===== config.mk =====
export PLATFORM = sky130hd
export DESIGN_NAME = tmrwd_core
export DESIGN_NICKNAME = d
export VERILOG_FILES = /design/src/common/tmrwd_pkg.sv /design/src/rtl/tmrwd_core.sv
export SDC_FILE = /design/constraint.sdc
export NUM_CORES = 2
export LEC_CHECK = 0
export ABC_AREA = 1
export BUFFER_PORTS_ARGS = -buffer_cell sky130_fd_sc_hd__buf_2
export CELL_PAD_IN_SITES_DETAIL_PLACEMENT = 1
export CELL_PAD_IN_SITES_GLOBAL_PLACEMENT = 2
export CORE_MARGIN = 2
export CORE_UTILIZATION = 30
export DETAILED_ROUTE_END_ITERATION = 10
export GPL_TIMING_DRIVEN = 0
export PLACE_DENSITY_LB_ADDON = 0.15
export SETUP_SLACK_MARGIN = 0.05
export SLEW_MARGIN = 40
export SYNTH_ARGS = -nofsm -noshare
export SYNTH_HDL_FRONTEND = slang
export SYNTH_SLANG_ARGS = --single-unit

===== constraint.sdc =====
create_clock -name clk -period 2.1 [get_ports clk]
set_input_delay 0.315 -clock clk [delete_from_list [all_inputs] [get_ports clk]]
set_output_delay 0.315 -clock clk [all_outputs]
set_load 0.01 [all_outputs]

===== src/common/tmrwd_pkg.sv =====
// How it works
// - Read restart needs extended features, dual unchained mode and read restart enable set.
// - Counter read captures it, restarts from zero, reloads period in mode 3h.
// - A read restart raises no interrupt, DMA event or output pin event.
// - Every timer timeout outside watchdog mode copies both counter halves into the capture registers.
// - Capture takes counter registers only, never any prescaler count.
// - A counter above its period runs to all ones, wraps, continues to period.
// - Active timer ignores counter, period, most control and global control writes.
// - Reload registers, run bits and enable modes stay writable at all times.
// - Watchdog needs timer mode 2h and enable bit; disabled after hardware reset.
// - Watchdog joins halves into 64 bits; match raises processor reset.
// - Watchdog ignores one-time enable mode and external clocking.
// - Service is key A5C6h then DA7Eh before expiry; clears the counter.
// - Any other key write while active times out at once.
// - Active watchdog ends only by timeout or hardware reset.
// - Timeout clears enable, resets timer; no re-enable until hardware reset.
// - Initial moves to pre-active on enable bit plus key A5C6h while timer mode is 2h.
// - Pre-active accepts watchdog control writes only with a valid key.
// - Pre-active key DA7Eh with enable set clears counters and activates.
// - From pre-active on, counter, period and watchdog control writes are blocked except key.
// - In dual unchained mode clearing a run bit freezes that half; non-watchdog 64-bit modes follow the low run bit only; hardware reset restores defaults.
// - Extended dual unchained mode: low counter compare matches raise interrupt and DMA.
// - Mode 2h wraps to zero and repeats; 3h also reloads the period.
package tmrwd_pkg;

  localparam logic [7:0] OFF_COUNTER_LOW_HALF  = 8'h10;
  localparam logic [7:0] OFF_COUNTER_HIGH_HALF = 8'h14;
  localparam logic [7:0] OFF_PERIOD_LOW_HALF   = 8'h18;
  localparam logic [7:0] OFF_PERIOD_HIGH_HALF  = 8'h1c;
  localparam logic [7:0] OFF_TIMER_CONTROL     = 8'h20;
  localparam logic [7:0] OFF_GLOBAL_CONTROL    = 8'h24;
  localparam logic [7:0] OFF_WATCHDOG_CONTROL  = 8'h28;
  localparam logic [7:0] OFF_RELOAD_LOW_HALF   = 8'h34;
  localparam logic [7:0] OFF_RELOAD_HIGH_HALF  = 8'h38;
  localparam logic [7:0] OFF_CAPTURE_LOW_HALF  = 8'h3c;
  localparam logic [7:0] OFF_CAPTURE_HIGH_HALF = 8'h40;
  localparam logic [7:0] OFF_COMPARE0          = 8'h60;

  // Timer control fields
  localparam int TCR_ENA_LO_POS   = 6;
  localparam int TCR_ENA_HI_POS   = 22;
  localparam int TCR_RRE_POS      = 10;
  localparam int TCR_CAPEN_LO_POS = 11;
  localparam int TCR_CAPEN_HI_POS = 27;
  // Global control fields
  localparam int GLOBAL_TIMER_CONTROL_RUN_LO_POS  = 0;
  localparam int GLOBAL_TIMER_CONTROL_RUN_HI_POS  = 1;
  localparam int GLOBAL_TIMER_CONTROL_TMODE_POS   = 2;
  localparam int GLOBAL_TIMER_CONTROL_PLUS_POS    = 4;
  // Watchdog control fields
  localparam int WDC_EN_POS       = 14;
  localparam int WDC_KEY_POS      = 16;

  localparam logic [15:0] KEY_ARM     = 16'ha5c6;
  localparam logic [15:0] KEY_SERVICE = 16'hda7e;

  localparam logic [1:0] TMODE_GP64      = 2'h0;
  localparam logic [1:0] TMODE_CHAINED   = 2'h1;
  localparam logic [1:0] TMODE_WATCHDOG  = 2'h2;
  localparam logic [1:0] TMODE_UNCHAINED = 2'h3;

  localparam logic [1:0] ENA_OFF    = 2'h0;
  localparam logic [1:0] ENA_ONCE   = 2'h1;
  localparam logic [1:0] ENA_CONT   = 2'h2;
  localparam logic [1:0] ENA_RELOAD = 2'h3;

  localparam logic [1:0] RESP_OKAY   = 2'h0;
  localparam logic [1:0] RESP_SLVERR = 2'h2;

  typedef enum logic [1:0] {WD_INITIAL, WD_PREACTIVE, WD_ACTIVE, WD_TIMEOUT} tmrwd_wd_state_t;

  typedef struct packed {
    logic [1:0] timer_interrupt;
    logic [1:0] timer_dma_event;
    logic [1:0] timer_output_pin;
  } tmrwd_events_t;

  typedef struct packed {
    logic [1:0][31:0] cnt;
    logic [1:0][31:0] prd;
    logic [1:0][31:0] rel;
    logic [1:0][31:0] cap;
    logic [7:0][31:0] cmp;
    logic [1:0][1:0]  ena;
    logic             rre;
    logic [1:0]       capen;
    logic [1:0]       run;
    logic [1:0]       tmode;
    logic             plus;
    logic             watchdog_enable_bit;
    tmrwd_wd_state_t  wd;
    logic             armed;
    logic             aw_got;
    logic             w_got;
    logic [7:0]       awaddr;
    logic [31:0]      wdata;
    logic [3:0]       wstrb;
    logic             bvalid;
    logic [1:0]       bresp;
    logic             rvalid;
    logic [31:0]      rdata;
    logic [1:0]       rresp;
    logic [1:0]       sync1;
    logic [1:0]       sync2;
    logic [1:0]       evt_prev;
    tmrwd_events_t    ev;
    logic             wd_rst;
  } tmrwd_state_t;

endpackage


===== src/rtl/tmrwd_core.sv =====
`timescale 1ns/1ps
module tmrwd_core
  import tmrwd_pkg::*;
(
  input  wire logic          clk,
  input  wire logic          rst_n,
  input  wire logic [7:0]    s_axi_awaddr,
  input  wire logic          s_axi_awvalid,
  output logic               s_axi_awready,
  input  wire logic [31:0]   s_axi_wdata,
  input  wire logic [3:0]    s_axi_wstrb,
  input  wire logic          s_axi_wvalid,
  output logic               s_axi_wready,
  output logic [1:0]         s_axi_bresp,
  output logic               s_axi_bvalid,
  input  wire logic          s_axi_bready,
  input  wire logic [7:0]    s_axi_araddr,
  input  wire logic          s_axi_arvalid,
  output logic               s_axi_arready,
  output logic [31:0]        s_axi_rdata,
  output logic [1:0]         s_axi_rresp,
  output logic               s_axi_rvalid,
  input  wire logic          s_axi_rready,
  input  wire logic [1:0]    capture_event_in,
  output tmrwd_events_t      events,
  output logic               wd_reset_req,
  output logic               wd_active
);

  tmrwd_state_t q;
  tmrwd_state_t s;

  logic        aw_hs;
  logic        w_hs;
  logic        ar_hs;
  logic        do_wr;
  logic [7:0]  wr_a;
  logic [7:0]  ar_a;
  logic        is_unch;
  logic        xf;
  logic        wd_mode;
  logic [1:0]  run_h;
  logic        active;
  logic [1:0]  evt_edge;
  logic [1:0]  rr_fire;
  logic [31:0] wmask;
  logic [31:0] tcr_view;
  logic [31:0] global_timer_control_view;
  logic [31:0] wd_view;
  logic [31:0] tcr_new;
  logic [31:0] global_timer_control_new;
  logic [31:0] wd_new;
  logic [15:0] wr_key;
  logic        key_write;
  logic [31:0] rd_val;
  logic        rd_ok;
  logic [63:0] cnt64;
  logic [63:0] prd64;
  logic [7:0]  cmp_hit;

  assign s_axi_awready = !q.aw_got && !q.bvalid;
  assign s_axi_wready  = !q.w_got && !q.bvalid;
  assign s_axi_arready = !q.rvalid;
  assign s_axi_bvalid  = q.bvalid;
  assign s_axi_bresp   = q.bresp;
  assign s_axi_rvalid  = q.rvalid;
  assign s_axi_rdata   = q.rdata;
  assign s_axi_rresp   = q.rresp;
  assign events        = q.ev;
  assign wd_reset_req  = q.wd_rst;
  assign wd_active     = (q.wd == WD_ACTIVE);

  assign aw_hs   = s_axi_awvalid && s_axi_awready;
  assign w_hs    = s_axi_wvalid && s_axi_wready;
  assign ar_hs   = s_axi_arvalid && s_axi_arready;
  assign do_wr   = q.aw_got && q.w_got;
  assign wr_a    = {q.awaddr[7:2], 2'b00};
  assign ar_a    = {s_axi_araddr[7:2], 2'b00};
  assign is_unch = (q.tmode == TMODE_UNCHAINED);
  assign xf      = q.plus && is_unch;
  assign wd_mode = (q.tmode == TMODE_WATCHDOG) && q.watchdog_enable_bit;
  assign run_h   = {q.run[1] && q.ena[1] != ENA_OFF, q.run[0] && q.ena[0] != ENA_OFF};
  assign active  = |run_h;
  assign evt_edge = q.sync2 & ~q.evt_prev;
  assign cnt64   = {q.cnt[1], q.cnt[0]};
  assign prd64   = {q.prd[1], q.prd[0]};
  assign wmask   = {{8{q.wstrb[3]}}, {8{q.wstrb[2]}}, {8{q.wstrb[1]}}, {8{q.wstrb[0]}}};
  assign tcr_new  = (tcr_view & ~wmask) | (q.wdata & wmask);
  assign global_timer_control_new = (global_timer_control_view & ~wmask) | (q.wdata & wmask);
  assign wd_new   = (wd_view & ~wmask) | (q.wdata & wmask);
  assign wr_key   = wd_new[WDC_KEY_POS +: 16];
  assign key_write = do_wr && (wr_a == OFF_WATCHDOG_CONTROL);

  // Read restart only in extended dual unchained mode
  assign rr_fire[0] = ar_hs && xf && q.rre && (ar_a == OFF_COUNTER_LOW_HALF);
  assign rr_fire[1] = ar_hs && xf && q.rre && (ar_a == OFF_COUNTER_HIGH_HALF);

  for (genvar i = 0; i < 8; i++) begin : g_cmp
    assign cmp_hit[i] = (q.cmp[i] == q.cnt[0]);
  end

  function automatic logic [31:0] merge(input logic [31:0] old);
    return (old & ~wmask) | (q.wdata & wmask);
  endfunction

  function automatic tmrwd_state_t wd_trip(input tmrwd_state_t x);
    tmrwd_state_t y;
    y        = x;
    y.wd     = WD_TIMEOUT;
    y.watchdog_enable_bit   = 1'b0;
    y.cnt    = '0;
    y.armed  = 1'b0;
    y.wd_rst = 1'b1;
    return y;
  endfunction

  // Register views and read decode
  always_comb begin
    tcr_view = '0;
    tcr_view[TCR_ENA_LO_POS +: 2] = q.ena[0];
    tcr_view[TCR_ENA_HI_POS +: 2] = q.ena[1];
    tcr_view[TCR_RRE_POS]         = q.rre;
    tcr_view[TCR_CAPEN_LO_POS]    = q.capen[0];
    tcr_view[TCR_CAPEN_HI_POS]    = q.capen[1];
    global_timer_control_view = '0;
    global_timer_control_view[GLOBAL_TIMER_CONTROL_RUN_LO_POS]    = q.run[0];
    global_timer_control_view[GLOBAL_TIMER_CONTROL_RUN_HI_POS]    = q.run[1];
    global_timer_control_view[GLOBAL_TIMER_CONTROL_TMODE_POS +: 2] = q.tmode;
    global_timer_control_view[GLOBAL_TIMER_CONTROL_PLUS_POS]      = q.plus;
    wd_view = '0;
    wd_view[WDC_EN_POS]           = q.watchdog_enable_bit;
    rd_ok  = 1'b1;
    rd_val = '0;
    case (ar_a)
      OFF_COUNTER_LOW_HALF:  rd_val = q.cnt[0];
      OFF_COUNTER_HIGH_HALF: rd_val = q.cnt[1];
      OFF_PERIOD_LOW_HALF:   rd_val = q.prd[0];
      OFF_PERIOD_HIGH_HALF:  rd_val = q.prd[1];
      OFF_TIMER_CONTROL:     rd_val = tcr_view;
      OFF_GLOBAL_CONTROL:    rd_val = global_timer_control_view;
      OFF_WATCHDOG_CONTROL:  rd_val = wd_view;
      OFF_RELOAD_LOW_HALF:   rd_val = q.rel[0];
      OFF_RELOAD_HIGH_HALF:  rd_val = q.rel[1];
      OFF_CAPTURE_LOW_HALF:  rd_val = q.cap[0];
      OFF_CAPTURE_HIGH_HALF: rd_val = q.cap[1];
      default: begin
        if (ar_a[7:5] == OFF_COMPARE0[7:5]) begin
          rd_val = q.cmp[ar_a[4:2]];
        end else begin
          rd_ok = 1'b0;
        end
      end
    endcase
  end

  always_comb begin
    s          = q;
    s.ev       = '0;
    s.wd_rst   = 1'b0;
    s.sync1    = capture_event_in;
    s.sync2    = q.sync1;
    s.evt_prev = q.sync2;

    // Bus channels
    if (aw_hs) begin
      s.aw_got = 1'b1;
      s.awaddr = s_axi_awaddr;
    end
    if (w_hs) begin
      s.w_got = 1'b1;
      s.wdata = s_axi_wdata;
      s.wstrb = s_axi_wstrb;
    end
    if (q.bvalid && s_axi_bready) begin
      s.bvalid = 1'b0;
    end
    if (q.rvalid && s_axi_rready) begin
      s.rvalid = 1'b0;
    end
    if (ar_hs) begin
      s.rvalid = 1'b1;
      s.rdata  = rd_val;
      s.rresp  = rd_ok ? RESP_OKAY : RESP_SLVERR;
    end

    // Counting; in dual unchained mode a cleared run bit holds that half, in the non-watchdog 64-bit modes only the low run bit holds the count
    if (is_unch) begin
      for (int h = 0; h < 2; h++) begin
        if (run_h[h] && ((q.capen[h] && xf && q.ena[h][1] && evt_edge[h])
                         || q.cnt[h] == q.prd[h])) begin
          s.ev.timer_interrupt[h]  = 1'b1;
          s.ev.timer_dma_event[h]  = 1'b1;
          s.ev.timer_output_pin[h] = 1'b1;
          s.cap = q.cnt;
          if (q.ena[h] == ENA_ONCE) begin
            s.ena[h] = ENA_OFF;
          end else begin
            s.cnt[h] = '0;
          end
          if (q.ena[h] == ENA_RELOAD) begin
            s.prd[h] = q.rel[h];
          end
        end else if (run_h[h]) begin
          s.cnt[h] = q.cnt[h] + 32'h1;
        end
      end
      if (xf && run_h[0] && |cmp_hit) begin
        s.ev.timer_interrupt[0] = 1'b1;
        s.ev.timer_dma_event[0] = 1'b1;
      end
    end else if (wd_mode ? (q.wd == WD_ACTIVE) : run_h[0]) begin
      // Watchdog counts continuously whatever the enable mode
      if (cnt64 == prd64) begin
        if (wd_mode) begin
          s = wd_trip(s);
        end else begin
          s.ev.timer_interrupt[0]  = 1'b1;
          s.ev.timer_dma_event[0]  = 1'b1;
          s.ev.timer_output_pin[0] = 1'b1;
          s.cap = q.cnt;
          if (q.ena[0] == ENA_ONCE) begin
            s.ena[0] = ENA_OFF;
          end else begin
            s.cnt = '0;
          end
          if (q.ena[0] == ENA_RELOAD) begin
            s.prd = q.rel;
          end
        end
      end else begin
        {s.cnt[1], s.cnt[0]} = cnt64 + 64'h1;
      end
    end

    // Read restart: capture, restart, no output events
    for (int h = 0; h < 2; h++) begin
      if (rr_fire[h]) begin
        s.cap    = q.cnt;
        s.cnt[h] = '0;
        if (q.ena[h] == ENA_RELOAD) begin
          s.prd[h] = q.rel[h];
        end
      end
    end

    // Register writes
    if (do_wr) begin
      s.aw_got = 1'b0;
      s.w_got  = 1'b0;
      s.bvalid = 1'b1;
      s.bresp  = RESP_OKAY;
      case (wr_a)
        OFF_COUNTER_LOW_HALF, OFF_COUNTER_HIGH_HALF: begin
          if (!active && q.wd == WD_INITIAL) begin
            s.cnt[wr_a[2]] = merge(q.cnt[wr_a[2]]);
          end
        end
        OFF_PERIOD_LOW_HALF, OFF_PERIOD_HIGH_HALF: begin
          if (!active && q.wd == WD_INITIAL) begin
            s.prd[wr_a[2]] = merge(q.prd[wr_a[2]]);
          end
        end
        OFF_RELOAD_LOW_HALF:  s.rel[0] = merge(q.rel[0]);
        OFF_RELOAD_HIGH_HALF: s.rel[1] = merge(q.rel[1]);
        OFF_CAPTURE_LOW_HALF, OFF_CAPTURE_HIGH_HALF: s.bresp = RESP_OKAY;
        OFF_TIMER_CONTROL: begin
          s.ena[0] = tcr_new[TCR_ENA_LO_POS +: 2];
          s.ena[1] = tcr_new[TCR_ENA_HI_POS +: 2];
          if (!active) begin
            s.rre      = tcr_new[TCR_RRE_POS];
            s.capen[0] = tcr_new[TCR_CAPEN_LO_POS];
            s.capen[1] = tcr_new[TCR_CAPEN_HI_POS];
          end
        end
        OFF_GLOBAL_CONTROL: begin
          s.run[0] = global_timer_control_new[GLOBAL_TIMER_CONTROL_RUN_LO_POS];
          s.run[1] = global_timer_control_new[GLOBAL_TIMER_CONTROL_RUN_HI_POS];
          if (!active && q.wd == WD_INITIAL) begin
            s.tmode = global_timer_control_new[GLOBAL_TIMER_CONTROL_TMODE_POS +: 2];
            s.plus  = global_timer_control_new[GLOBAL_TIMER_CONTROL_PLUS_POS];
          end
        end
        OFF_WATCHDOG_CONTROL: begin
          if (s.wd != WD_TIMEOUT) begin
            unique case (q.wd)
              WD_INITIAL: begin
                s.watchdog_enable_bit = wd_new[WDC_EN_POS];
                if (wd_new[WDC_EN_POS] && wr_key == KEY_ARM
                    && q.tmode == TMODE_WATCHDOG) begin
                  s.wd = WD_PREACTIVE;
                end
              end
              WD_PREACTIVE: begin
                if (wr_key == KEY_ARM || wr_key == KEY_SERVICE) begin
                  s.watchdog_enable_bit = wd_new[WDC_EN_POS];
                  if (wr_key == KEY_SERVICE && wd_new[WDC_EN_POS]) begin
                    s.cnt   = '0;
                    s.armed = 1'b0;
                    s.wd    = WD_ACTIVE;
                  end
                end
              end
              WD_ACTIVE: begin
                if (wr_key == KEY_ARM) begin
                  s.armed = 1'b1;
                end else if (wr_key == KEY_SERVICE && q.armed) begin
                  s.cnt   = '0;
                  s.armed = 1'b0;
                end else begin
                  s = wd_trip(s);
                end
              end
              WD_TIMEOUT: s.watchdog_enable_bit = 1'b0;
            endcase
          end
        end
        default: begin
          if (wr_a[7:5] == OFF_COMPARE0[7:5]) begin
            s.cmp[wr_a[4:2]] = merge(q.cmp[wr_a[4:2]]);
          end else begin
            s.bresp = RESP_SLVERR;
          end
        end
      endcase
    end
  end

  // Hardware reset: every field to zero, watchdog back to initial
  always_ff @(posedge clk) begin
    if (!rst_n) begin
      q <= '0;
    end else begin
      q <= s;
    end
  end
endmodule


==> results.ini <==
[pwr]
p_per_area_nw_per_um2 = 580
p_switching_mw = 11.7
sw_frac_of_total = 0.339
ir_drop_mv = 0.816
leakage_nw = 22.2
internal-power_mw = 22.7
power.clock.fraction = 0.457
finalPower_mw = 34.3
pwr-share-seq = 0.353
combinationalPowerShare = 0.190

[worst_setup_path]
timing.rr.start = prd64[12]$_SDFF_PN0_
crit_required_ps = 2730
critPathLaunchType = flip-flop
crit_arrival_ps = 3860
criticalPathCategory = flip-flop to flip-flop
cp_max_fo = 5
cp-startpoint = prd64[12]$_SDFF_PN0_
worst_setup_path_end_kind = flip-flop

[clocking]
clock_latency_ps = 740
numCtsBuffers = 82
cts_tree = yes
cts_max_level = 3
root_buffer = clkbuf_16
clockBufferDepth = 3
clk_pin_slew_worst_paths_ps = 70
cts.sinks = 618

[timing]
finalCritPeriodShare = 1.54
fin_crit_ps = 3220
tightestPinTransition_ps = 1270
final_hold_viol_count = 0
setup_viol = 542
fmax_mhz = 310
rsz0062_at_grt = true
slew_viol_final = 0
fin_skew_ps = 36.5
maxSlewHeadroom = 0.151
fin_ws_ps = -1120

[global_route]
antenna_found_initial = 58
first_global_vias = 51900
grt_pass1_wl_um = 490000
grtUsageTotal = 0.534
grt_max_degree = 13
globalRoute.totalOverflow = 0

[synthesis]
synthFlopType = dfxtp_1
ys_warn_count = 0
yosysMostFrequentCell = nand2_1
synth_commonest_cells = nand2_1, o21ai_0, a21oi_1, dfxtp_1, inv_1
synth_edf_count = 0
yosys-top-cells-area = dfxtp_1, nand2_1, o21ai_0
async_flop_share = 0
ys_seq_area_frac = 0.307
syn_area_per_cell_um2 = 6.47
ys_types = 55
yosysTopAreaCellShare = 0.307
synth_area_um2 = 40300
ys_seq_elements = 618
synth_top_area_cell = dfxtp_1
syn-instance-count = 6231

[placed_design]
place.gp.congestion = 1.09
dp_hpwl_um = 293000
port_buffers = 102
dp.cells = 8141

[finish]
layout-drive-gt1-share = 0.302
final_cells = 8799
post-route-util = 0.445
filler_cell_count = 16300
final_net_count = 6996
areaGrowthSynthToFinish_pct = 47.1

[drt]
vias = 57900
wl_per_cell_um = 44.7
ant_nets = 0
firstDrtPassIters = 9
viasPerCell = 6.57
drc = 0
wl_um = 393000
drtIter0Drc = 8508

[die]
start_util = 0.302
coreArea_um2 = 133000
num_io_pins = 110
die-height_um = 370
fp.dieArea_um2 = 137000
die_w_um = 370
rows = 134

[min_path]
hold_class = input pin to flip-flop
hold_start = s_axi_wdata[25]

[run_status]
violations = setup timing
status = finished with violations

[flow_run]
maxCapViolCount = 0

[layout by cell type, fill, tap and decap left out, types with 108 or more instances in the layout]
master	synthesis	routed
buf_12	0	143
o22ai_1	228	198
dfxtp_1	618	559
nand4_1	125	125
nor2_1	501	386
o21ai_0	776	545
a21oi_1	666	520
o21ai_2	1	142
clkbuf_2	4	108
xnor2_1	206	202
buf_2	75	152
buf_6	5	108
nand3_1	289	256
clkbuf_16	0	119
inv_1	577	524
nand2_1	1039	901
buf_4	67	340
a21oi_2	1	127
[metal layers]
metal / GRT usage / share of wire / vias up
met4: 0.484 / 0.12 / 38
li1: - / - / 22800
met5: 0 / 0.0011 / -
met3: 0.218 / 0.14 / 1803
met2: 0.750 / 0.39 / 4850
met1: 0.617 / 0.35 / 28400
[state kept, by name, indices dropped and copies added (netlist names)]
| signal | count |
|---|---|
| prd64 | 64 |
| global_timer_control_view | 5 |
| q | 445 |
| wd_reset_req | 1 |
| s_axi_bvalid | 1 |
| s_axi_rvalid | 1 |
| s_axi_rdata | 32 |
| s_axi_rresp | 1 |
| cnt64 | 64 |
| events | 3 |
| s_axi_bresp | 1 |
[logic make-up after synthesis]
group,after synthesis,synth area share
flip-flops,618,0.307
AND/OR/NAND/NOR,2074,0.218
other,1,0.0000931
AO/OA/AOI/OAI,2074,0.291
XOR/XNOR,292,0.0635
adder cells (fa/ha/maj),6,0.00186
buffers and inverters,1166,0.118
[cell type report]
type | count | area [um^2] | share of cell area
clock inverter | 33 | 370 | 0.00625
buffer | 520 | 4630 | 0.0782
inverter | 643 | 2770 | 0.0468
antenna | 36 | 90.1 | 0.00152
multi-input combinational | 4448 | 27700 | 0.467
tap | 1768 | 2210 | 0.0373
clock buffer | 117 | 2470 | 0.0416
sequential | 618 | 12500 | 0.211
timing repair buffer | 616 | 6560 | 0.111
[worst max-delay path, stage by stage, from the launching register on]
cell and delay, ps:
dfxtp_1 480, inv_1 230, nand2_1 100, nand2_1 50, nor2_1 120, nand2_1 100, nor2_4 160, nand2_4 70
nor2_4 120, buf_12 140, nand2_8 70, nor2_4 180, buf_4 150, buf_6 100, buf_6 110, nand2_8 90
buf_8 190, nor2_1 90, o21bai_1 70, a21oi_1 130, nand2_1 160, a21oi_1 160
[power by group through the flow]
stage	clock network, mW	registers, mW	logic (mW)
CTS	15.5	12.1	4.61
global placement	0	12.3	4.09
global route	15.9	12.1	6.39
floorplan	0	12.2	1.74
detailed placement	0	12.3	4.23
finish	15.7	12.1	6.52
[worst paths after layout]
check	end	slack [ps]	cells after the start
setup / recovery	cnt64[31]$_SDFF_PN0_	-1120	21
hold reg to reg	q[9]$_SDFF_PN0_	420	2
setup reg to reg	cnt64[31]$_SDFF_PN0_	-1120	21
hold / removal	q[80]$_SDFFE_PN0P_	90	3
[what timing repair did]
| item | 4_1_cts | 5_1_grt |
|---|---|---|
| pin swaps | 68 | 237 |
| endpoints found under the setup margin | 573 | 574 |
| hold buffers | 42 | 0 |
| setup buffers | 100 | 291 |
| endpoints found under the hold margin | 41 | 0 |
| cloned | 6 | 34 |
| resized for setup | 670 | 1609 |
[stage by stage]
| stage | area, um^2 | worst slack, ps | hold WS, ps | TNS [ps] |
|---|---|---|---|---|
| 2_1_floorplan | 40500 | -37.0 | 390 | -958 |
| 3_5_place_dp | 44400 | -3140 | 409 | -1023750 |
| 5_1_grt | 59200 | -1100 | 109 | -391860 |
| 4_1_cts | 50800 | -1020 | 57.5 | -382990 |
| 6_report | 59300 | -1120 | 89.6 | -386090 |
| 3_3_place_gp | 43200 | -4990 | 403 | -1195130 |
Note: power is estimated with default switching activity, not from simulation.
